==> src/hw/debug_regs_pkg.sv <==
// constants for the background debug register window and pin logic
// assumes a single 100 MHz core clock and byte-wide register accesses
package debug_regs_pkg;
   localparam logic [15:0] ADDR_STATUS = 16'hff01;
   localparam logic [15:0] ADDR_FLAGS = 16'hff06;
   localparam logic [15:0] ADDR_POSITION = 16'hff07;
   localparam int BIT_ENABLE = 7;
   localparam int BIT_ACTIVE = 6;
   localparam int BIT_TAG = 5;
   localparam int BIT_SDV = 4;
   localparam int BIT_STEP = 3;
   localparam int BIT_CLKSEL = 2;
   localparam int BIT_UNSECURED_FLAG = 1;
   localparam int POS_LO = 3;
   localparam int POS_HI = 6;
   localparam int INIT_LO = 11;
   localparam int INIT_HI = 14;
   localparam logic [7:0] STATUS_RESET = 8'h00;
   localparam logic [7:0] FLAGS_RESET = 8'hd0;
   localparam logic [7:0] FLAGS_RESET_SPECIAL = 8'hd8;
   localparam logic [7:0] READ_ZERO = 8'h00;
   localparam int TAG_DELAY_CYC = 16;
   localparam int CLK_SETTLE_CYC = 150;
   localparam logic [4:0] TAG_DELAY = 5'(TAG_DELAY_CYC);
   localparam logic [7:0] CLK_SETTLE = 8'(CLK_SETTLE_CYC);
   typedef enum logic [1:0] {
      WR_NONE,
      WR_HW_CMD,
      WR_FW_CMD,
      WR_OTHER
   } writer_t;
   typedef enum {
      TAG_IDLE,
      TAG_WAIT,
      TAG_ON
   } tag_state_t;
endpackage : debug_regs_pkg

==> src/hw/falling_sampler.sv <==
// samples a tag pin at each falling edge of the external bus clock
// external bus clock and pin are synchronous samples of the core clock
`timescale 1ns/1ps
module falling_sampler
(
   input wire logic ref_clk_in,
   input wire logic rst_n_in,
   input wire logic bus_clk_in,
   input wire logic pin_in,
   input wire logic arm_in,
   output logic hit_out
);
   logic bus_clk_d;
   always_ff @(posedge ref_clk_in or negedge rst_n_in)
   begin
      if (!rst_n_in)
         bus_clk_d <= 1'b0;
      else
         bus_clk_d <= bus_clk_in;
   end
   // active low tag caught on the falling edge only
   always_ff @(posedge ref_clk_in or negedge rst_n_in)
   begin
      if (!rst_n_in)
         hit_out <= 1'b0;
      else
         hit_out <= arm_in && bus_clk_d && !bus_clk_in && !pin_in;
   end
endmodule : falling_sampler

==> src/hw/background_debug_status_regs.sv <==
// status, flags holding and register-position window of the debug unit
// the serial engine decodes commands and presents register accesses here
//
// Overview of operation
// - background pin is mode strap during reset
// - high tag pin low tags upper half
// - low tag needs low strobe enabled too
// - status written only by debug register commands; flags by any writer
// - decode status, flags, position at three addresses
// - enable flag gates activation, hardware commands run
// - firmware sets enable in special mode; secured waits erase verify
// - entry sets active flag and maps firmware
// - only hardware sets active; timed store clears
// - tag enable set by tag-and-go, cleared on entry
// - sixteen cycles later serial off, tagging on
// - shift valid set at data end, cleared later
// - single-step flag holds through back-to-back steps
// - clock select written only by debug commands
// - unsecured reads one in special mode when secured but erased
// - alternate clock only when pll one, select zero
// - new clock guaranteed after 150 cycles
// - position bits mirror register-block base bits
`timescale 1ns/1ps
module background_debug_status_regs
   import debug_regs_pkg::*;
(
   input wire logic ref_clk_in,
   input wire logic rst_n_in,
   input wire logic background_pin_in,
   output logic background_pin_out,
   output logic background_pin_oe_out,
   input wire logic serial_tx_in,
   input wire logic serial_tx_en_in,
   input wire logic external_bus_clock_in,
   input wire logic high_tag_pin_in,
   input wire logic low_tag_pin_in,
   input wire logic low_strobe_en_in,
   input wire logic reg_access_in,
   input wire logic reg_write_in,
   input wire logic [15:0] reg_addr_in,
   input wire logic [7:0] reg_wdata_in,
   input wire writer_t reg_writer_in,
   output logic [7:0] reg_rdata_out,
   output logic reg_ack_out,
   input wire logic special_single_chip_in,
   input wire logic secured_in,
   input wire logic erase_verified_in,
   input wire logic fw_start_in,
   input wire logic enter_req_in,
   input wire logic exit_store_in,
   input wire logic fw_data_done_in,
   input wire logic cmd_received_in,
   input wire logic single_step_cmd_in,
   input wire logic tag_and_go_cmd_in,
   input wire logic pll_select_in,
   input wire logic [15:0] register_block_init_in,
   input wire logic [7:0] saved_flags_in,
   input wire logic saved_flags_load_in,
   output logic mode_special_out,
   output logic debug_active_out,
   output logic firmware_mapped_out,
   output logic serial_enabled_out,
   output logic tag_high_out,
   output logic tag_low_out,
   output logic alt_clock_sel_out,
   output logic clock_stable_out
);
   logic debug_enable_flag;
   logic debug_active_flag;
   logic tag_enable_flag;
   logic shift_data_valid_flag;
   logic single_step_flag;
   logic clock_select_flag;
   logic unsecured_flag;
   logic [7:0] saved_flags_holding;
   logic in_reset;
   logic wr_status;
   logic wr_flags;
   logic rd_hit;
   logic [7:0] status_view;
   logic [7:0] position_view;
   logic [7:0] next_rdata;
   logic tag_arm;
   logic low_arm;
   logic hit_high;
   logic hit_low;
   logic [4:0] tag_count;
   logic [7:0] settle_count;
   logic clock_select_d;
   tag_state_t tag_state;

   always_ff @(posedge ref_clk_in or negedge rst_n_in)
   begin
      if (!rst_n_in)
         in_reset <= 1'b1;
      else
         in_reset <= 1'b0;
   end
   // the strap is taken on the first clock after release, never async
   always_ff @(posedge ref_clk_in or negedge rst_n_in)
   begin
      if (!rst_n_in)
         mode_special_out <= 1'b0;
      else if (in_reset)
         mode_special_out <= !background_pin_in;
   end
   always_ff @(posedge ref_clk_in or negedge rst_n_in)
   begin
      if (!rst_n_in)
      begin
         background_pin_out <= 1'b0;
         background_pin_oe_out <= 1'b0;
      end
      else
      begin
         background_pin_out <= serial_tx_in;
         background_pin_oe_out <= serial_tx_en_in && !in_reset &&
            serial_enabled_out;
      end
   end

   assign wr_status = reg_access_in && reg_write_in && !in_reset &&
      reg_addr_in == ADDR_STATUS &&
      (reg_writer_in == WR_HW_CMD || reg_writer_in == WR_FW_CMD);
   assign wr_flags = reg_access_in && reg_write_in && !in_reset &&
      reg_addr_in == ADDR_FLAGS && reg_writer_in != WR_NONE;

   always_ff @(posedge ref_clk_in or negedge rst_n_in)
   begin
      if (!rst_n_in)
         debug_enable_flag <= 1'b0;
      else if (fw_start_in && mode_special_out &&
               (!secured_in || erase_verified_in))
         debug_enable_flag <= 1'b1;
      else if (wr_status)
         debug_enable_flag <= reg_wdata_in[BIT_ENABLE];
   end

   // only timed store clears; set wins
   always_ff @(posedge ref_clk_in or negedge rst_n_in)
   begin
      if (!rst_n_in)
         debug_active_flag <= 1'b0;
      else if (enter_req_in && debug_enable_flag)
         debug_active_flag <= 1'b1;
      else if (exit_store_in)
         debug_active_flag <= 1'b0;
   end
   always_ff @(posedge ref_clk_in or negedge rst_n_in)
   begin
      if (!rst_n_in)
      begin
         debug_active_out <= 1'b0;
         firmware_mapped_out <= 1'b0;
      end
      else
      begin
         debug_active_out <= debug_active_flag;
         firmware_mapped_out <= debug_active_flag;
      end
   end

   always_ff @(posedge ref_clk_in or negedge rst_n_in)
   begin
      if (!rst_n_in)
         tag_enable_flag <= 1'b0;
      else if (enter_req_in && debug_enable_flag)
         tag_enable_flag <= 1'b0;
      else if (tag_and_go_cmd_in)
         tag_enable_flag <= 1'b1;
      else if (wr_status)
         tag_enable_flag <= reg_wdata_in[BIT_TAG];
   end

   always_ff @(posedge ref_clk_in or negedge rst_n_in)
   begin
      if (!rst_n_in)
      begin
         tag_state <= TAG_IDLE;
         tag_count <= '0;
      end
      else
      begin
         case (tag_state)
            TAG_IDLE:
               if (tag_and_go_cmd_in || (wr_status &&
                   reg_wdata_in[BIT_TAG]))
               begin
                  tag_state <= TAG_WAIT;
                  tag_count <= '0;
               end
            TAG_WAIT:
               if (!tag_enable_flag)
                  tag_state <= TAG_IDLE;
               else if (tag_count == TAG_DELAY - 5'd1)
                  tag_state <= TAG_ON;
               else
                  tag_count <= tag_count + 5'd1;
            TAG_ON:
               if (!tag_enable_flag)
                  tag_state <= TAG_IDLE;
            default:
               tag_state <= TAG_IDLE;
         endcase
      end
   end
   always_ff @(posedge ref_clk_in or negedge rst_n_in)
   begin
      if (!rst_n_in)
         serial_enabled_out <= 1'b1;
      else
         serial_enabled_out <= tag_state != TAG_ON;
   end

   assign tag_arm = tag_state == TAG_ON;
   assign low_arm = tag_arm && low_strobe_en_in;
   falling_sampler u_high
   (
      .ref_clk_in(ref_clk_in),
      .rst_n_in(rst_n_in),
      .bus_clk_in(external_bus_clock_in),
      .pin_in(high_tag_pin_in),
      .arm_in(tag_arm),
      .hit_out(hit_high)
   );
   falling_sampler u_low
   (
      .ref_clk_in(ref_clk_in),
      .rst_n_in(rst_n_in),
      .bus_clk_in(external_bus_clock_in),
      .pin_in(low_tag_pin_in),
      .arm_in(low_arm),
      .hit_out(hit_low)
   );
   always_ff @(posedge ref_clk_in or negedge rst_n_in)
   begin
      if (!rst_n_in)
      begin
         tag_high_out <= 1'b0;
         tag_low_out <= 1'b0;
      end
      else
      begin
         tag_high_out <= hit_high;
         tag_low_out <= hit_low;
      end
   end

   // data valid; set wins over clear
   always_ff @(posedge ref_clk_in or negedge rst_n_in)
   begin
      if (!rst_n_in)
         shift_data_valid_flag <= 1'b0;
      else if (fw_data_done_in)
         shift_data_valid_flag <= 1'b1;
      else if (cmd_received_in || exit_store_in)
         shift_data_valid_flag <= 1'b0;
      else if (wr_status)
         shift_data_valid_flag <= reg_wdata_in[BIT_SDV];
   end

   always_ff @(posedge ref_clk_in or negedge rst_n_in)
   begin
      if (!rst_n_in)
         single_step_flag <= 1'b0;
      else if (cmd_received_in)
         single_step_flag <= single_step_cmd_in;
      else if (wr_status)
         single_step_flag <= reg_wdata_in[BIT_STEP];
   end

   always_ff @(posedge ref_clk_in or negedge rst_n_in)
   begin
      if (!rst_n_in)
         clock_select_flag <= 1'b0;
      else if (wr_status)
         clock_select_flag <= reg_wdata_in[BIT_CLKSEL];
   end

   always_ff @(posedge ref_clk_in or negedge rst_n_in)
   begin
      if (!rst_n_in)
         unsecured_flag <= 1'b0;
      else
         unsecured_flag <= mode_special_out && secured_in &&
            erase_verified_in;
   end

   always_ff @(posedge ref_clk_in or negedge rst_n_in)
   begin
      if (!rst_n_in)
         alt_clock_sel_out <= 1'b0;
      else
         alt_clock_sel_out <= pll_select_in && !clock_select_flag;
   end
   always_ff @(posedge ref_clk_in or negedge rst_n_in)
   begin
      if (!rst_n_in)
      begin
         clock_select_d <= 1'b0;
         settle_count <= '0;
         clock_stable_out <= 1'b1;
      end
      else
      begin
         clock_select_d <= clock_select_flag;
         if (clock_select_d != clock_select_flag)
         begin
            settle_count <= '0;
            clock_stable_out <= 1'b0;
         end
         else if (!clock_stable_out)
         begin
            if (settle_count == CLK_SETTLE - 8'd1)
               clock_stable_out <= 1'b1;
            else
               settle_count <= settle_count + 8'd1;
         end
      end
   end

   // flags holding: cpu save on entry beats a register write
   always_ff @(posedge ref_clk_in or negedge rst_n_in)
   begin
      if (!rst_n_in)
         saved_flags_holding <= FLAGS_RESET;
      else if (in_reset && !background_pin_in)
         saved_flags_holding <= FLAGS_RESET_SPECIAL;
      else if (saved_flags_load_in)
         saved_flags_holding <= saved_flags_in;
      else if (wr_flags)
         saved_flags_holding <= reg_wdata_in;
   end

   always_comb
   begin
      status_view = READ_ZERO;
      status_view[BIT_ENABLE] = debug_enable_flag;
      status_view[BIT_ACTIVE] = debug_active_flag;
      status_view[BIT_TAG] = tag_enable_flag;
      status_view[BIT_SDV] = shift_data_valid_flag;
      status_view[BIT_STEP] = single_step_flag;
      status_view[BIT_CLKSEL] = clock_select_flag;
      status_view[BIT_UNSECURED_FLAG] = unsecured_flag;
   end
   always_comb
   begin
      position_view = READ_ZERO;
      position_view[POS_HI:POS_LO] =
         register_block_init_in[INIT_HI:INIT_LO];
   end
   always_comb
   begin
      rd_hit = reg_access_in && !reg_write_in;
      case (reg_addr_in)
         ADDR_STATUS: next_rdata = status_view;
         ADDR_FLAGS: next_rdata = saved_flags_holding;
         ADDR_POSITION: next_rdata = position_view;
         default: next_rdata = READ_ZERO;
      endcase
   end
   always_ff @(posedge ref_clk_in or negedge rst_n_in)
   begin
      if (!rst_n_in)
      begin
         reg_rdata_out <= READ_ZERO;
         reg_ack_out <= 1'b0;
      end
      else
      begin
         reg_ack_out <= reg_access_in && !in_reset;
         if (rd_hit)
            reg_rdata_out <= next_rdata;
      end
   end
endmodule : background_debug_status_regs

==> config.mk <==
export PLATFORM = sky130hd
export DESIGN_NAME = background_debug_status_regs
export DESIGN_NICKNAME = d
export VERILOG_FILES = /design/src/hw/debug_regs_pkg.sv /design/src/hw/falling_sampler.sv /design/src/hw/background_debug_status_regs.sv
export SDC_FILE = /design/constraint.sdc
export NUM_CORES = 1
export LEC_CHECK = 0
export ABC_AREA = 1
export BUFFER_PORTS_ARGS = -buffer_cell sky130_fd_sc_hd__buf_2
export CORE_ASPECT_RATIO = 1.4
export CORE_MARGIN = 2
export CORE_UTILIZATION = 40
export CTS_CLUSTER_DIAMETER = 40
export DETAILED_ROUTE_END_ITERATION = 16
export HOLD_SLACK_MARGIN = 0.03
export PLACE_DENSITY = 0.65
export SLEW_MARGIN = 30
export SYNTH_ARGS = -nofsm -noshare
export SYNTH_HDL_FRONTEND = slang
export SYNTH_SLANG_ARGS = --single-unit
==> constraint.sdc <==
create_clock -name ref_clk_in -period 2.3 [get_ports ref_clk_in]
set_input_delay 0.46 -clock ref_clk_in [delete_from_list [all_inputs] [get_ports ref_clk_in]]
set_output_delay 0.46 -clock ref_clk_in [all_outputs]
set_load 0.02 [all_outputs]
=== After elaboration in Yosys (flattened, before gate mapping) ===
Cells that the tools add are included.

* Register bits after elaboration: 83
* Input bits: 73
* Output and inout bits: 19
* Word-level logic and storage cells: 128

* $add $sub $neg: 2
* Equal/unequal tests: 19
* Muxes and demuxes: 31
* Reduce and logical (&&, ||, !) cells: 49

{| class="wikitable"
|+ Operators by type and width
! operator !! number
|-
| two-way mux 32 bit || 4
|-
| one-hot mux 32 bit (3 select lines) || 1
|-
| == test 16 bit (second input constant) || 3
|-
| two-way mux 8 bit || 6
|-
| == test 32 x 1 -> 1 bit (second input constant) || 1
|-
| == test 32 x 2 -> 1 bit (second input constant) || 1
|-
| == test 32 x 3 -> 1 bit (second input constant) || 1
|-
| logical NOT 32 bit || 1
|-
| != test 32 x 3 -> 1 bit (second input constant) || 1
|-
| logical AND 1 bit || 25
|-
| one-hot mux 8 bit (3 select lines) || 1
|-
| two-way mux 1 bit || 15
|-
| two-way mux 5 bit || 3
|-
| != test 2 bit (second input constant) || 5
|-
| one-hot mux 5 bit (2 select lines) || 1
|-
| nonzero test 2 bit || 5
|-
| nonzero test 3 bit || 3
|-
| adder 8 x 1 -> 8 bit (second input constant) || 1
|-
| == test 8 bit (second input constant) || 1
|-
| logical NOT 1 bit || 8
|-
| adder 5 x 1 -> 5 bit (second input constant) || 1
|-
| == test 5 x 4 -> 1 bit (second input constant) || 1
|-
| logical OR 1 bit || 4
|-
| AND reduction 4 bit || 1
|-
| other kinds (7) || 7
|}

=== Depth between registers and ports, before layout ===
* Depth in word-level cells: 8
* Mapped depth: 10
* Depth with buffers taken out: 10

=== Modules after synthesis ===
A second synthesis with hierarchy kept.

* Cell total of the unflattened synthesis: 329
* Area, all modules: 2675.1 sq um

{| class="wikitable"
|+ By module, submodules not included
! module !! instances !! cells an instance !! area each (sq um)
|-
| background_debug_status_regs || 1 || 315 || 2532.4
|-
| falling_sampler || 2 || 7 || 71.3
|}

=== Least setup slack after synthesis ===
Ideal clock, no wire load.

* Path type: register to register
* From: register tag_count[0]
* To: register tag_count[0]
* Library setup time: 117 ps
* Data arrival time: 1557 ps
* Required time: 2183 ps
* Setup slack: 627 ps
* Stages on the path, launching flop included: 10
* Period minus slack after synthesis: 1673 ps
* Path through: dfrtp_1 -> ha_1 -> nand2_1 -> nor2_1 -> ha_1 -> or2_1 -> a21oi_2 -> nand2_2 -> nand2_1 -> nand2_1

* Cells in the longest elaborated chain, start to end: 4
* Elaborated cells on any way between the ends: 7

{| class="wikitable"
|+ RTL lines
! item !! RTL line !! source
|-
| start, declared || background_debug_status_regs.sv:87 || <nowiki>logic [4:0] tag_count;</nowiki>
|-
| start signal, assigned || background_debug_status_regs.sv:198 || <nowiki>tag_count <= tag_count + 5'd1;</nowiki>
|-
| adder 5 x 1 -> 5 bit || background_debug_status_regs.sv:198 ||
|-
| two-way mux 5 bit || background_debug_status_regs.sv:195 || <nowiki>else if (tag_count == TAG_DELAY - 5'd1)</nowiki>
|-
| two-way mux 5 bit || background_debug_status_regs.sv:193 || <nowiki>if (!tag_enable_flag)</nowiki>
|-
| one-hot mux 5 bit (2 select lines) || background_debug_status_regs.sv:184 || <nowiki>case (tag_state)</nowiki>
|}

Parallel ways exist; a longest one is shown, timed or not. The select of a mux whose other input is x is not followed.
A chain may end at the register's enable or synchronous reset.

=== Final worst setup path ===
Same ends and word-level chain as after synthesis.

==> results by group <==
Route
  • First-pass DRT Iterations: 4
  • DRC: 0
  • DR iter-0 viols: ~140
  • Routed Antenna Nets: 0
  • Via count: roughly 2300
  • Post-DR vias/cell: roughly 4.7
  • Routed Wire Length: ~5700 um
  • Drt wl/cell: about 12 um

GRT
  • GRT overflow: 0
  • Number of global-route vias before repair: 2344
  • Total GRT Usage: roughly 17%
  • First-pass GRT wire length: roughly 10000 um
  • Initial antenna violation count: 0
  • Largest net degree at the start of global routing: 22

Clock network
  • Inserted Clock Buffers: 5
  • H-tree depth: 2
  • Clock Pin Slew Worst Setup and Hold Paths: ~0.10 ns
  • TritonCTS clock tree: yes
  • Bufs on Longest Clock Path: 2
  • Resized cells post-CTS: 0
  • Postcts setup bufs: 0
  • CTS Sinks: between 50 and 60
  • Later-pin clock latency in the skew report: 0.30 ns
  • Clock Root Buffer: clkbuf_8
  • Number of hold buffers added after CTS: 0

Cells and area
  • Sequential Area: between 1000 and 1500 um^2
  • Post-Layout Cell Count: 486
  • Synth-to-Final Area Change: 20.5%
  • Final Cell Area: around 3200 um^2
  • Share of layout cells above drive strength 1: around 30%
  • Fillers: ~660
  • Core Util, Final: between 40% and 50%
  • Multi-input gate area: approximately 1200 um^2
  • Nets: approximately 500
  • Ant diodes: 0

Floorplan
  • Die extent in x: approximately 73 um
  • Initial Util: 41.0%
  • # rows: 35
  • Core region area: ~6500 um^2
  • Chip Height: between 100 and 150 um
  • Die area: 7370 um^2
  • Num ports: 92

Critical path
  • Worst setup EP type: flip-flop
  • CP Data Required Time: around 2.5 ns
  • Worst R2R Setup Slack: slightly below 0.4 ns
  • Crit path from: tag_count[0]
  • Arr. time, crit path: between 2 and 2.5 ns
  • Reg2Reg Depth: 9
  • CP max FO: 6
  • Worst Setup EP: tag_count[0]
  • Worst reg2reg path startpoint: tag_count[0]
  • Capture point of the worst reg-to-reg path: tag_count[0]
  • Crit Path Category: flip-flop to flip-flop
  • Element type at the critical path start: flip-flop

Place
  • Dpl cells: about 480
  • Gpl congestion: a little over 0.8
  • HPWL after DPL: 4550 um
  • Placed Instance Area: around 3100 um^2
  • Port Buffer Count: about 80

Synthesis
  • Most instantiated cells after synthesis: nand2_1, nor2_1, dfrtp_1
  • Area contributors post-synth: dfrtp_1, nand2_1, nor2_1, dfstp_2, inv_1
  • Synthesized net count: around 410
  • Post-synth cell types: 35
  • Register area share after synthesis: 49.8%
  • Syn avg cell area: 8.18 um^2
  • Number of synthesized flops with an enable pin: 0
  • Async SR Flop Fraction: between 90% and 100%
  • Top_reg_cell synth: dfrtp_1
  • Ys Warns: 0
  • Post-Syn Area: between 2000 and 3000 um^2
  • Area leader, netlist: dfrtp_1
  • Seq cells post-synth: 53
  • Cells after synthesis: 327
  • Post-synth top area share: 43.9%
  • Count leader, synth: nand2_1

Timing
  • # setup viols final: 0
  • RSZ-0062 raised after global routing: no
  • Max Freq: 525 MHz
  • Hold slack final: slightly above 0.09 ns
  • Hold Vio Cnt, Final: 0
  • Fin. max-slew vios: 0
  • Total negative slack: 0 ns
  • Post-layout min period: approximately 1.9 ns
  • Clock Skew: 0.0100 ns
  • Period utilization: 82.8%

Power
  • VDD IR max: 0.000333 V
  • Leak pwr: 1.75 nW
  • Pwr per Cell Area: slightly above 600 nW/um^2

Outcome
  • Status: complete, no violations

Min path
  • Hold crit path type: input port to async pin

Job
  • Total of max-cap violations: 0
[where the power goes]
group / switching [mW] / total [mW] / internal (mW)
logic: 0.208 / 0.348 / 0.139
registers: 0.0796 / 1.10 / 1.02
clock network: 0.301 / 0.516 / 0.215
[stage by stage]
stage,worst slack [ns],power (mW)
after global routing,0.265,2.09
after floorplan,0.627,1.33
after CTS,0.414,1.99
after global placement,0.504,1.45
after detailed placement,0.438,1.47
final,0.395,1.97
[layout by cell type (no fill, tap or decap), types with 3 or more instances in the layout]
cell	instances
nand2_1	86
buf_2	78
nor2_1	49
dfrtp_1	47
inv_1	35
nand3_1	15
nand2_2	12
a21oi_1	11
o21ai_0	10
nand4_1	7
nor2_2	6
nand3_2	6
dfstp_2	6
ha_1	5
clkbuf_8	5
nand3b_1	3
nor3_1	3
xor2_1	3
buf_4	3
[worst min-delay path by stage]
| stage | startpoint | depth (start not counted) | endpoint |
|---|---|---|---|
| final | rst_n_in | 1 | reg_rdata_out[0] |
| after global routing | rst_n_in | 1 | reg_rdata_out[0] |
| after CTS | rst_n_in | 1 | reg_rdata_out[0] |
| after detailed placement | u_high.hit_out | 0 | tag_high_out |
| after global placement | u_low.hit_out | 0 | tag_low_out |
| after floorplan | rst_n_in | 0 | alt_clock_sel_out |
[state kept, by name, indices dropped and copies added, names as in the netlist, 2 cells and up]
signal / flops
reg_rdata_out: 8
saved_flags_holding: 8
settle_count: 8
tag_count: 5
tag_state: 2
[cells by family after synthesis]
kind of cell / after synthesis / synth area share [%]
buffers and inverters: 41 / 6.83
AOI/OAI and AO/OA: 30 / 6.59
DFF: 53 / 49.8
xor gates and xnor gates: 4 / 1.31
other: 1 / 0.140
adders and majority gates: 5 / 2.34
and+or+nand+nor: 193 / 33.0
[routing by layer]
layer | vias to the layer above | global-route usage (%) | part of all wire [%]
li1 | 1191 | - | -
met1 | 1059 | 20.3 | 44
met2 | 53 | 29.9 | 52
met3 | 2 | 2.20 | 3.7
met4 | 0 | 5.56 | 0.85
met5 | - | 0 | 0
[worst max-delay path: stages (launching register included)]
cell and delay (ns):
dfrtp_1 0.42, ha_1 0.23, nand2_1 0.09, nor2_1 0.05
ha_1 0.18, or2_1 0.24, a21oi_2 0.29, nand2_2 0.15
nand2_1 0.08, nand2_1 0.05
[cell type report]
type / instances / area share (%)
Multi-Input combinational cell: 233 / 36.0
Sequential cell: 53 / 41.3
Inverter: 37 / 4.31
Clock buffer: 6 / 2.25
Tap cell: 74 / 2.87
Clock inverter: 2 / 0.465
Timing Repair Buffer: 81 / 12.8
No activity file was read; power rests on OpenSTA's default activity.
